### src/common/spm_map.svh
`ifndef SPM_MAP_SVH
`define SPM_MAP_SVH
// sleep modes on mode_req
`define SPM_MODE_RUN 3'h0
`define SPM_MODE_IDLE 3'h1
`define SPM_MODE_DS1 3'h2
`define SPM_MODE_DS2 3'h3
`define SPM_MODE_DS0 3'h4
// reset cause codes
`define SPM_CAUSE_NONE 4'h0
`define SPM_CAUSE_HIGH_VOLTAGE_POWER_ON_RESET 4'h1
`define SPM_CAUSE_LOW_VOLTAGE_POWER_ON_RESET 4'h2
`define SPM_CAUSE_PIN 4'h3
`define SPM_CAUSE_WDOG 4'h4
`define SPM_CAUSE_SW 4'h5
`define SPM_CAUSE_OPTBYTE 4'h6
`define SPM_CAUSE_DEBUG 4'h7
`define SPM_CAUSE_DBGPORT 4'h8
`define SPM_CAUSE_DSLEEP 4'h9
// supply settle time on wake
`define SPM_SETTLE_NS 1000
`define SPM_CLK_NS 5
`define SPM_SETTLE_CYC ((`SPM_SETTLE_NS + `SPM_CLK_NS - 1) / `SPM_CLK_NS)
`define SPM_RESET_CYC 8
`define SPM_WDOG_DEFAULT 32'h0000_FFFF
`endif

### src/common/spm_pkg.sv
package spm_pkg;
    typedef enum logic [2:0] {
        SPM_RUN,
        SPM_IDLE,
        SPM_DS_ENTER,
        SPM_DS_SLEEP,
        SPM_DS_SETTLE,
        SPM_EMU
    } spm_state_t;
endpackage

### src/spm_power_manager.sv
// Purpose: sleep mode, power domain, reset and clock select control
// Assumes: all inputs synchronous to clk; clk is the always-on clock
// Notes: domain enables are level outputs toward the analog switches
// How it works
// - idle halts the processor; any pending interrupt resumes it.
// - idle keeps all domains powered and asserts no reset.
// - deep sleep 1 removes core power, sleep timer keeps counting.
// - deep sleep 2 also stops the sleep timer; only gpio can wake it.
// - emulated sleep keeps core powered, resets peripherals except debug units.
// - true deep sleep switches the flash domain off.
// - RAM powers down in deep sleep by default.
// - only retained RAM banks stay supplied from the low-leakage source.
// - always-on domain holds this logic and is never powered down.
// - both regulators are disabled in deep sleep.
// - wake sources depend on which deep sleep state is active.
// - all reset sources merge into one central reset logic.
// - the cause of the latest restart is recorded for software.
// - core power-up selects the 12 MHz RC oscillator.
// - software may switch the system clock to the 24 MHz crystal.
// - 32-bit sleep timer counts and wakes at a programmed time.
// - watchdog idle until enabled, then resets on software hang.
`timescale 1ns/1ps
`include "spm_map.svh"
module spm_power_manager
    import spm_pkg::*;
#(
    parameter int RAM_BANKS = 4,
    parameter int SETTLE_CYC = `SPM_SETTLE_CYC
)(
    input wire logic clk,
    input wire logic rst_n,
    input wire logic [2:0] mode_req,
    input wire logic sleep_go,
    input wire logic irq_pending,
    input wire logic [RAM_BANKS-1:0] ram_retain_sel,
    input wire logic gpio_wake,
    input wire logic [31:0] wake_compare,
    input wire logic wake_compare_en,
    input wire logic xtal_select,
    input wire logic xtal_ready,
    input wire logic high_voltage_power_on_reset,
    input wire logic low_voltage_power_on_reset,
    input wire logic external_reset_pin_n,
    input wire logic sw_reset_req,
    input wire logic option_byte_error,
    input wire logic debug_reset_req,
    input wire logic debug_port_reset,
    input wire logic wdog_enable,
    input wire logic wdog_kick,
    output logic cpu_halt,
    output logic core_power_en,
    output logic flash_power_en,
    output logic always_on_power_en,
    output logic [RAM_BANKS-1:0] ram_bank_power_en,
    output logic ram_retention_supply_en,
    output logic regulator_1v8_en,
    output logic regulator_1v25_en,
    output logic core_reset,
    output logic periph_reset,
    output logic debug_units_reset,
    output logic sysclk_is_xtal,
    output logic [3:0] reset_cause,
    output logic [31:0] sleep_count
);
    typedef struct packed {
        spm_state_t state;
        logic ds2;
        logic [15:0] timer;
        logic [3:0] rst_cnt;
        logic por_pending;
        logic cpu_halt;
        logic core_pwr;
        logic flash_pwr;
        logic [RAM_BANKS-1:0] ram_pwr;
        logic ret_sup;
        logic reg_en;
        logic core_rst;
        logic periph_rst;
        logic dbg_rst;
        logic xtal;
        logic [3:0] cause;
    } spm_pm_t;
    spm_pm_t st;
    spm_pm_t next_st;
    logic [31:0] timer_count;
    logic timer_match;
    logic timer_run;
    logic wdog_fire;
    logic [3:0] src_code;
    logic wake;
    // priority encoder over reset sources, also used for the cause latch
    function automatic logic [3:0] reset_code(input logic [8:0] s);
        if (s[0]) return `SPM_CAUSE_HIGH_VOLTAGE_POWER_ON_RESET;
        if (s[1]) return `SPM_CAUSE_LOW_VOLTAGE_POWER_ON_RESET;
        if (s[2]) return `SPM_CAUSE_PIN;
        if (s[3]) return `SPM_CAUSE_WDOG;
        if (s[4]) return `SPM_CAUSE_SW;
        if (s[5]) return `SPM_CAUSE_OPTBYTE;
        if (s[6]) return `SPM_CAUSE_DEBUG;
        if (s[7]) return `SPM_CAUSE_DBGPORT;
        if (s[8]) return `SPM_CAUSE_DSLEEP;
        return `SPM_CAUSE_NONE;
    endfunction
    // timer stops only in deep sleep 2
    assign timer_run = !((st.state == SPM_DS_SLEEP) && st.ds2);
    spm_sleep_timer #(
        .WIDTH(32)
    ) u_timer (
        .clk(clk),
        .rst_n(rst_n),
        .run(timer_run),
        .compare(wake_compare),
        .compare_en(wake_compare_en),
        .count(timer_count),
        .match(timer_match)
    );
    spm_watchdog u_wdog (
        .clk(clk),
        .rst_n(rst_n),
        .enable(wdog_enable),
        .kick(wdog_kick),
        .hold(st.state != SPM_RUN && st.state != SPM_IDLE),
        .fire(wdog_fire)
    );
    // gpio always wakes; the timer only outside deep sleep 2
    assign wake = gpio_wake || (timer_match && !st.ds2);
    assign src_code = reset_code({1'b0, debug_port_reset, debug_reset_req,
        option_byte_error, sw_reset_req, wdog_fire, !external_reset_pin_n,
        low_voltage_power_on_reset, high_voltage_power_on_reset});
    always_comb
    begin
        next_st = st;
        if (st.rst_cnt != 4'h0)
            next_st.rst_cnt = st.rst_cnt - 4'h1;
        if (st.por_pending)
        begin
            next_st.por_pending = 1'b0;
            next_st.cause = `SPM_CAUSE_HIGH_VOLTAGE_POWER_ON_RESET;
        end
        case (st.state)
            SPM_RUN:
            begin
                next_st.cpu_halt = 1'b0;
                if (sleep_go && mode_req == `SPM_MODE_IDLE)
                begin
                    next_st.state = SPM_IDLE;
                    next_st.cpu_halt = !irq_pending;
                    if (irq_pending)
                        next_st.state = SPM_RUN;
                end
                else if (sleep_go && (mode_req == `SPM_MODE_DS1 || mode_req == `SPM_MODE_DS2))
                begin
                    next_st.state = SPM_DS_ENTER;
                    next_st.ds2 = (mode_req == `SPM_MODE_DS2);
                    next_st.cpu_halt = 1'b1;
                end
                else if (sleep_go && mode_req == `SPM_MODE_DS0)
                begin
                    next_st.state = SPM_EMU;
                    next_st.cpu_halt = 1'b1;
                    next_st.periph_rst = 1'b1;
                end
            end
            SPM_IDLE:
            begin
                // domains untouched, resets untouched
                if (irq_pending)
                begin
                    next_st.state = SPM_RUN;
                    next_st.cpu_halt = 1'b0;
                end
            end
            SPM_DS_ENTER:
            begin
                next_st.state = SPM_DS_SLEEP;
                next_st.core_rst = 1'b1;
                next_st.core_pwr = 1'b0;
                next_st.flash_pwr = 1'b0;
                next_st.ram_pwr = ram_retain_sel;
                next_st.ret_sup = |ram_retain_sel;
                next_st.reg_en = 1'b0;
                next_st.xtal = 1'b0;
            end
            SPM_DS_SLEEP:
            begin
                if (wake)
                begin
                    next_st.state = SPM_DS_SETTLE;
                    next_st.reg_en = 1'b1;
                    next_st.core_pwr = 1'b1;
                    next_st.flash_pwr = 1'b1;
                    next_st.ram_pwr = '1;
                    next_st.ret_sup = 1'b0;
                    next_st.timer = 16'(SETTLE_CYC);
                end
            end
            SPM_DS_SETTLE:
            begin
                next_st.timer = st.timer - 16'h0001;
                if (st.timer == 16'h0000)
                begin
                    next_st.state = SPM_RUN;
                    next_st.core_rst = 1'b0;
                    next_st.cpu_halt = 1'b0;
                    next_st.cause = `SPM_CAUSE_DSLEEP;
                    next_st.xtal = 1'b0;
                end
            end
            SPM_EMU:
            begin
                if (wake || irq_pending)
                begin
                    next_st.state = SPM_RUN;
                    next_st.periph_rst = 1'b0;
                    next_st.cpu_halt = 1'b0;
                end
            end
            default:
                next_st.state = SPM_RUN;
        endcase
        // clock select only while running; xtal used once it is ready
        if (st.state == SPM_RUN && st.core_pwr)
            next_st.xtal = xtal_select && xtal_ready;
        if (src_code != `SPM_CAUSE_NONE)
        begin
            next_st.state = SPM_RUN;
            next_st.cause = src_code;
            next_st.rst_cnt = 4'(`SPM_RESET_CYC);
            next_st.core_rst = 1'b1;
            next_st.periph_rst = 1'b1;
            // debug units survive all but power-on and pin resets
            next_st.dbg_rst = (src_code <= `SPM_CAUSE_PIN);
            next_st.cpu_halt = 1'b0;
            next_st.core_pwr = 1'b1;
            next_st.flash_pwr = 1'b1;
            next_st.ram_pwr = '1;
            next_st.ret_sup = 1'b0;
            next_st.reg_en = 1'b1;
            next_st.xtal = 1'b0;
            next_st.ds2 = 1'b0;
        end
        else if (st.rst_cnt == 4'h1)
        begin
            next_st.core_rst = 1'b0;
            next_st.periph_rst = 1'b0;
            next_st.dbg_rst = 1'b0;
        end
    end
    always_ff @(posedge clk or negedge rst_n)
    begin
        if (!rst_n)
        begin
            st <= '0;
            st.state <= SPM_RUN;
            st.rst_cnt <= 4'(`SPM_RESET_CYC);
            st.por_pending <= 1'b1;
            st.core_pwr <= 1'b1;
            st.flash_pwr <= 1'b1;
            st.ram_pwr <= '1;
            st.reg_en <= 1'b1;
            st.core_rst <= 1'b1;
            st.periph_rst <= 1'b1;
            st.dbg_rst <= 1'b1;
        end
        else
            st <= next_st;
    end
    assign cpu_halt = st.cpu_halt;
    assign core_power_en = st.core_pwr;
    assign flash_power_en = st.flash_pwr;
    assign always_on_power_en = 1'b1;
    assign ram_bank_power_en = st.ram_pwr;
    assign ram_retention_supply_en = st.ret_sup;
    assign regulator_1v8_en = st.reg_en;
    assign regulator_1v25_en = st.reg_en;
    assign core_reset = st.core_rst;
    assign periph_reset = st.periph_rst;
    assign debug_units_reset = st.dbg_rst;
    assign sysclk_is_xtal = st.xtal;
    assign reset_cause = st.cause;
    assign sleep_count = timer_count;
endmodule // spm_power_manager

### src/spm_sleep_timer.sv
// Purpose: 32-bit sleep timer with compare wake
// Assumes: run gate from the manager
// Notes: counts on every clock while run is high
`timescale 1ns/1ps
`include "spm_map.svh"
module spm_sleep_timer
    import spm_pkg::*;
#(
    parameter int WIDTH = 32
)(
    input wire logic clk,
    input wire logic rst_n,
    input wire logic run,
    input wire logic [WIDTH-1:0] compare,
    input wire logic compare_en,
    output logic [WIDTH-1:0] count,
    output logic match
);
    typedef struct packed {
        logic [WIDTH-1:0] count;
        logic match;
    } spm_st_t;
    spm_st_t st;
    spm_st_t next_st;
    always_comb
    begin
        next_st = st;
        next_st.match = 1'b0;
        if (run)
        begin
            next_st.count = st.count + 1'b1;
            next_st.match = compare_en && (st.count == compare);
        end
    end
    always_ff @(posedge clk or negedge rst_n)
    begin
        if (!rst_n)
            st <= '0;
        else
            st <= next_st;
    end
    assign count = st.count;
    assign match = st.match;
endmodule // spm_sleep_timer

### src/spm_watchdog.sv
// Purpose: watchdog that fires a reset request on timeout
// Assumes: kick is a one-cycle pulse from software
// Notes: inactive until enabled; enable is sticky until reset
`timescale 1ns/1ps
`include "spm_map.svh"
module spm_watchdog
    import spm_pkg::*;
#(
    parameter logic [31:0] TIMEOUT = `SPM_WDOG_DEFAULT
)(
    input wire logic clk,
    input wire logic rst_n,
    input wire logic enable,
    input wire logic kick,
    input wire logic hold,
    output logic fire
);
    typedef struct packed {
        logic armed;
        logic [31:0] count;
        logic fire;
    } spm_wd_t;
    spm_wd_t st;
    spm_wd_t next_st;
    always_comb
    begin
        next_st = st;
        next_st.fire = 1'b0;
        if (enable)
            next_st.armed = 1'b1;
        if (!st.armed || kick || hold)
            next_st.count = '0;
        else if (st.count >= TIMEOUT)
        begin
            next_st.fire = 1'b1;
            next_st.count = '0;
        end
        else
            next_st.count = st.count + 32'h0000_0001;
    end
    always_ff @(posedge clk or negedge rst_n)
    begin
        if (!rst_n)
            st <= '0;
        else
            st <= next_st;
    end
    assign fire = st.fire;
endmodule // spm_watchdog

### config.mk
export PLATFORM = sky130hd
export DESIGN_NAME = spm_power_manager
export DESIGN_NICKNAME = d
export VERILOG_FILES = /design/src/common/spm_pkg.sv /design/src/spm_power_manager.sv /design/src/spm_sleep_timer.sv /design/src/spm_watchdog.sv
export VERILOG_INCLUDE_DIRS = /design/src /design/src/common
export SDC_FILE = /design/constraint.sdc
export NUM_CORES = 1
export LEC_CHECK = 0
export BUFFER_PORTS_ARGS = -buffer_cell sky130_fd_sc_hd__buf_2
export CORE_MARGIN = 2
export CORE_UTILIZATION = 45
export DETAILED_ROUTE_END_ITERATION = 8
export HOLD_SLACK_MARGIN = 0.06
export PLACE_DENSITY = 0.74
export SYNTH_ARGS = -nofsm -noshare
export SYNTH_HDL_FRONTEND = slang
export SYNTH_SLANG_ARGS = --single-unit
### constraint.sdc
create_clock -name clk -period 3.15 [get_ports clk]
set_clock_uncertainty 0.1 [all_clocks]
set_input_delay 0.315 -clock clk [delete_from_list [all_inputs] [get_ports clk]]
set_output_delay 0.315 -clock clk [all_outputs]
set_load 0.005 [all_outputs]
* Yosys cells after proc, flatten, opt, wreduce, memory -nomap -nowiden
Cells that the tools add are included.
** Word-level totals
- Output and inout port bits :: 51
- Flip-flop bits (word level) :: 109
** Cells by class
- Reductions and logical operators :: 41
- $add $sub $neg :: 4
- Eq/ne operators :: 25
- Multiplexer cells :: 102
- Magnitude comparators :: 2
** Operators with widths (count)
- $mux 4 :: 26
- $add 32x1->32 const B :: 2
- $mux 32 :: 2
- $mux 1 :: 53
- $eq 32x32->1 :: 1
- $ge 32x16->1 const B :: 1
- $pmux 16 s2 :: 1
- $mux 3 :: 9
- $reduce_bool 4->1 :: 5
- $pmux 3 s6 :: 1
- $logic_not 16->1 :: 1
- $mux 16 :: 1
- $pmux 8 s2 :: 1
- $sub 16x1->16 const B :: 1
- $eq 3x2->1 const B :: 4
- $ne 4x2->1 const B :: 3
- $ne 4x4->1 const B :: 3
- $mux 5 :: 2
- $reduce_and 5->1 :: 2
- $reduce_bool 2->1 :: 5
- $eq 3x3->1 const B :: 3
- $logic_and 1x1->1 :: 9
- $mux 9 :: 1
- $ne 3x3->1 const B :: 3
- 21 further kinds :: 34

* Depth between registers and ports, before layout
- Word-level depth :: 40
- Mapped depth :: 8

* By module
A second synthesis with hierarchy kept.
** Unflattened totals
- Cells, all modules :: 523
- Area total of the unflattened synthesis :: 5505.3 um2
** Modules (own cells, without submodules)
- spm_power_manager :: area an instance 2275.9 um2, times used 1, cells an instance 238
- spm_sleep_timer :: area an instance 1881.8 um2, times used 1, cells an instance 175
- spm_watchdog :: area an instance 1347.5 um2, times used 1, cells an instance 110

* Worst setup path before layout
OpenSTA, ideal clock, no wires.
- Path type :: flip-flop to flip-flop
- From :: register st[40] in the netlist's numbering
- To :: register st[29] in the netlist's numbering
- Path buffers :: 3
- Required time :: 2.916 ns
- Library setup time :: 0.134 ns
- Slack :: 1.093 ns
- Data arrival time :: 1.823 ns
- Period minus slack after synthesis :: 2.057 ns
- Cell stages (with the launch flop) :: 9
- Path through :: dfrtp_1 > buf_6 > or3b_1 > buf_2 > or3_1 > buf_6 > nor4_4 > xnor2_1 > nand2_1
** On the way
- Word-level cells in the longest chain between the ends :: 3
- Elaborated cells on any way between the ends :: 6
- Those cells by class :: eq/ne: 3; mux: 1; reduce/logical: 2
** RTL lines
- from (decl) :: RTL line spm_power_manager.sv:83 : spm_pm_t st;
- from (signal assigned) :: RTL line spm_power_manager.sv:266 : st <= next_st;
- $eq 3x2->1 / $eq 3x3->1 (equally long branches) :: RTL line spm_power_manager.sv:140 : case (st.state)
- $ne 2x2->1 (no source line) / $reduce_bool 2->1 (equally long branches)
- $reduce_and 2->1 (no source line)
Several ways; a longest one is shown, not always the timed one.
A chain may end at the register's enable or synchronous reset.

* Worst setup path after layout
- From :: register st[40] in the netlist's numbering
- To :: register u_timer.st (netlist bit u_timer.count[31])
** On the way
- Word-level cells in the longest chain between the ends :: 2
** RTL lines
- $eq 3x2->1 :: RTL line spm_power_manager.sv:105 : assign timer_run = !((st.state == SPM_DS_SLEEP) && st.ds2);
- $logic_and 1x1->1 :: RTL line spm_power_manager.sv:105
- to (signal assigned) :: RTL line spm_sleep_timer.sv:40 : st <= next_st;
- to (decl) :: RTL line spm_sleep_timer.sv:23 : spm_st_t st;
Every way passes these cells.

==> impl_results.md <==
* Gpl congestion at 0.888
* Final Hold Fails at 0
* Core area at between 10,000 and 15,000 sq um
* Reg2reg start: st[40]
* Dpl hpwl at about 8.8 mm
* Post-synthesis sequential element count at approximately 110
* Leak Pwr at around 2.8 nW
* CP endpoint kind: flop
* Global-route wire length before repair at between 15 and 20 mm
* VDD IR max at between 400 and 500 uV
* Die area at 12,500 sq um
* Synth cell types at 60
* Clk Latency, worst-skew pair at roughly 0.35 ns
* DR WL/cell at around 15 um
* Netlist Area Pre-Place at 5250 sq um
* TritonCTS Sinks at approximately 110
* CP max FO at 12
* DP Area at between 5000 and 6000 sq um
* Worst slew margin at 47.8%
* Critical Path Start: st[40]
* Filler cells at just over 1,000
* Clk buf depth at 2
* Drt drc at 0
* FF-to-FF End: u_timer.count[31]
* Main flop type after synthesis: dfrtp_1
* Initial antenna violation count at 0
* Wirelength, routed at between 10 and 15 mm
* Reg power frac at around half
* Setup Viol. Count Final at 0
* Setup crit end: u_timer.count[31]
* Clock root buffer master: clkbuf_16
* Number of vias per cell at about 5.3
* CTS tree: built
* Post-CTS setup repair buffer count at 0
* Max-slew violation count at 0
* I/O pin cnt at between 100 and 150
* Yosys warns at 0
* Period minus WS final at around 2.4 ns
* Largest cells by area after synthesis: dfrtp_1 46%, xnor2_1 7.8%, xor2_1 5.5%
* Cts bufs inserted at 9
* Register area share after synthesis at between 50% and 60%
* Critical Path RT at around 3.3 ns
* Largest net degree at the start of global routing at 57
* P_sw at 0.000668 W
* DIE WIDTH at 112 um
* Critical path type: flop to flop
* Clock power frac at a little over two fifths
* Hold Path Class: input port to flop
* Yosys top cell area share at a little under half
* Vias at between 4,000 and 5,000
* Synth async-reset ratio at 100%
* Int Pwr at between 0.002 and 0.0025 W
* Vias in the first global route at 4,004
* Post-synth top area cell: dfrtp_1
* Power per cell area at roughly 460 nW/um^2
* DRT Pass-1 Iters at 4
* Area growth, synth to finish at 18.7%
* H-tree Lvls at 3
* Detail Route Antenna Nets at 0
* Final #Nets at between 600 and 700
* Max-Cap Viols at 0
* Switch share at between 20 and 25%
* Reg2Reg Depth at 5
* GRT Util Overall at between 15 and 20%
* Post-route cell area at between 6000 and 7000 sq um
* Synth Instances at roughly 500
* RSZ-0062 raised after global routing: false
* Worst Tran Pin Value at approximately 0.78 ns
* Starting Density at between 40% and 50%
* Hold_sp: high_voltage_power_on_reset
* Clock slew at reported path FFs at about 0.070 ns
* Total grt overflow at 0
* Mean area per synthesized cell at roughly 10 sq um
* Core Rows at 39
* Cts repair resizes at 0
* Post-synth EDFFs at 0
* Share of layout cells above drive strength 1 at ~24%
* Status: finished clean
* Hold buffer count at cts at 2
* Critical path launch point type: flop
* 1st-iter DRT viols at approximately 220
* Part of the cycle the worst path needs at about 78%
* Worst R2R Setup Slack at 0.70 ns
* Ant. Diodes at 0
* Die Span Y at about 110 um
* Port bufs at around 110
* Max Clk Rate at between 400 and 500 MHz
* Sum of negative setup slack at 0 ns
* Comb power frac at 7.5%
* WP data arrival at between 2 and 3 ns
[worst max-delay path, cell delays in order (launching register included)]
cell and delay [ns]:
dfrtp_1 0.51, nand4b_1 0.31, nand4_1 0.35, nor4_1 0.69, nand4_1 0.21, xnor2_1 0.16
[synth_stat cells, drive strengths merged, types with 3 or more instances]
library cell	number
dfrtp	97
nor2	50
xnor2	47
nand2	40
xor2	33
nand3	21
nand4	20
buf	18
inv	15
nor4	15
o21ai	15
a21oi	11
dfstp	10
nor3	9
mux2i	8
and3	7
clkbuf	6
ha	5
or2	5
or3	5
nand2b	4
nor3b	4
a21o	3
a41o	3
and2	3
and4	3
nand4b	3
nor2b	3
o211ai	3
or4	3
[how the worst min path moves through the flow]
stage,endpoint,slack (ns),cells past startpoint
finish,reset_cause[1],0.09,2
global route,reset_cause[1],0.09,2
CTS,reset_cause[1],0.08,2
detailed placement,reset_cause[2],0.32,1
global placement,reset_cause[2],0.30,1
floorplan,cpu_halt,-0.08,0
[final cells by class]
type | instances | area, sq um | area share (%)
clock buffer | 9 | 225 | 3.62
clock inverter | 6 | 96.3 | 1.55
inverter | 15 | 56.3 | 0.904
multi-input combinational | 371 | 2400 | 38.6
sequential | 107 | 2690 | 43.2
tap | 143 | 179 | 2.87
timing repair buffer | 111 | 578 | 9.28
[power groups by stage]
stage / sequential [W] / combinational, W / clock, W
finish: 0.00146 / 0.000217 / 0.00121
floorplan: 0.00148 / 0.000109 / 0
global route: 0.00147 / 0.000248 / 0.00130
CTS: 0.00146 / 0.000219 / 0.00124
global placement: 0.00148 / 0.000204 / 0
detailed placement: 0.00149 / 0.000216 / 0
[state kept, by name, summed over array words and instances (netlist names), 4 cells and up]
register	cells
u_wdog.st	33
st	25
ram_bank_power_en	4
u_timer.count	32
reset_cause	4
[placed cells by master, fill, tap and decap left out, types with 7 or more instances in the layout]
cell type,netlist,layout
a21oi_1,11,11
and3_1,7,7
buf_2,3,104
clkbuf_16,0,9
conb_1,2,18
dfrtp_1,97,97
dfstp_2,10,10
inv_1,15,15
mux2i_1,8,8
nand2_1,40,40
nand3_1,21,21
nand4_1,20,20
nor2_1,49,49
nor3_1,9,9
nor4_1,13,13
o21ai_0,15,15
xnor2_1,47,47
xor2_1,33,33
[metrics by stage]
| step | std cells | hold slack (ns) | total power (W) | utilization (%) | setup WS, ns |
|---|---|---|---|---|---|
| 3_5_place_dp | 745 | 0.317 | 0.00170 | 51.6 | 0.681 |
| 6_report | 762 | 0.0912 | 0.00289 | 54.6 | 0.705 |
| 2_1_floorplan | 517 | -0.0806 | 0.00159 | - | 1.09 |
| 5_1_grt | 762 | 0.0946 | 0.00301 | 54.6 | 0.509 |
| 3_3_place_gp | 745 | 0.299 | 0.00169 | 51.6 | 0.862 |
| 4_1_cts | 762 | 0.0758 | 0.00292 | 54.6 | 0.713 |
[cells by family (layout without fill, tap and decap cells)]
kind of cell	count (synthesis)	in the layout	synth area share, %
other	2	18	0.143
adders and majority gates	5	5	1.19
buffers and inverters	39	141	4.08
AOI/OAI and AO/OA	56	56	7.32
and+or+nand+nor	203	203	20.9
muxes	9	9	1.74
DFF	107	107	51.3
xor gates and xnor gates	80	80	13.3
[routing by layer]
| layer | vias to the layer above | track usage, % | share of wire [%] |
|---|---|---|---|
| li1 | 1947 | - | - |
| met1 | 1980 | 25.1 | 43 |
| met2 | 90 | 32.4 | 52 |
| met3 | 15 | 4.84 | 4.3 |
| met4 | 0 | 5.45 | 1.5 |
| met5 | - | 0 | 0 |
(Power assumes the default switching activity.)
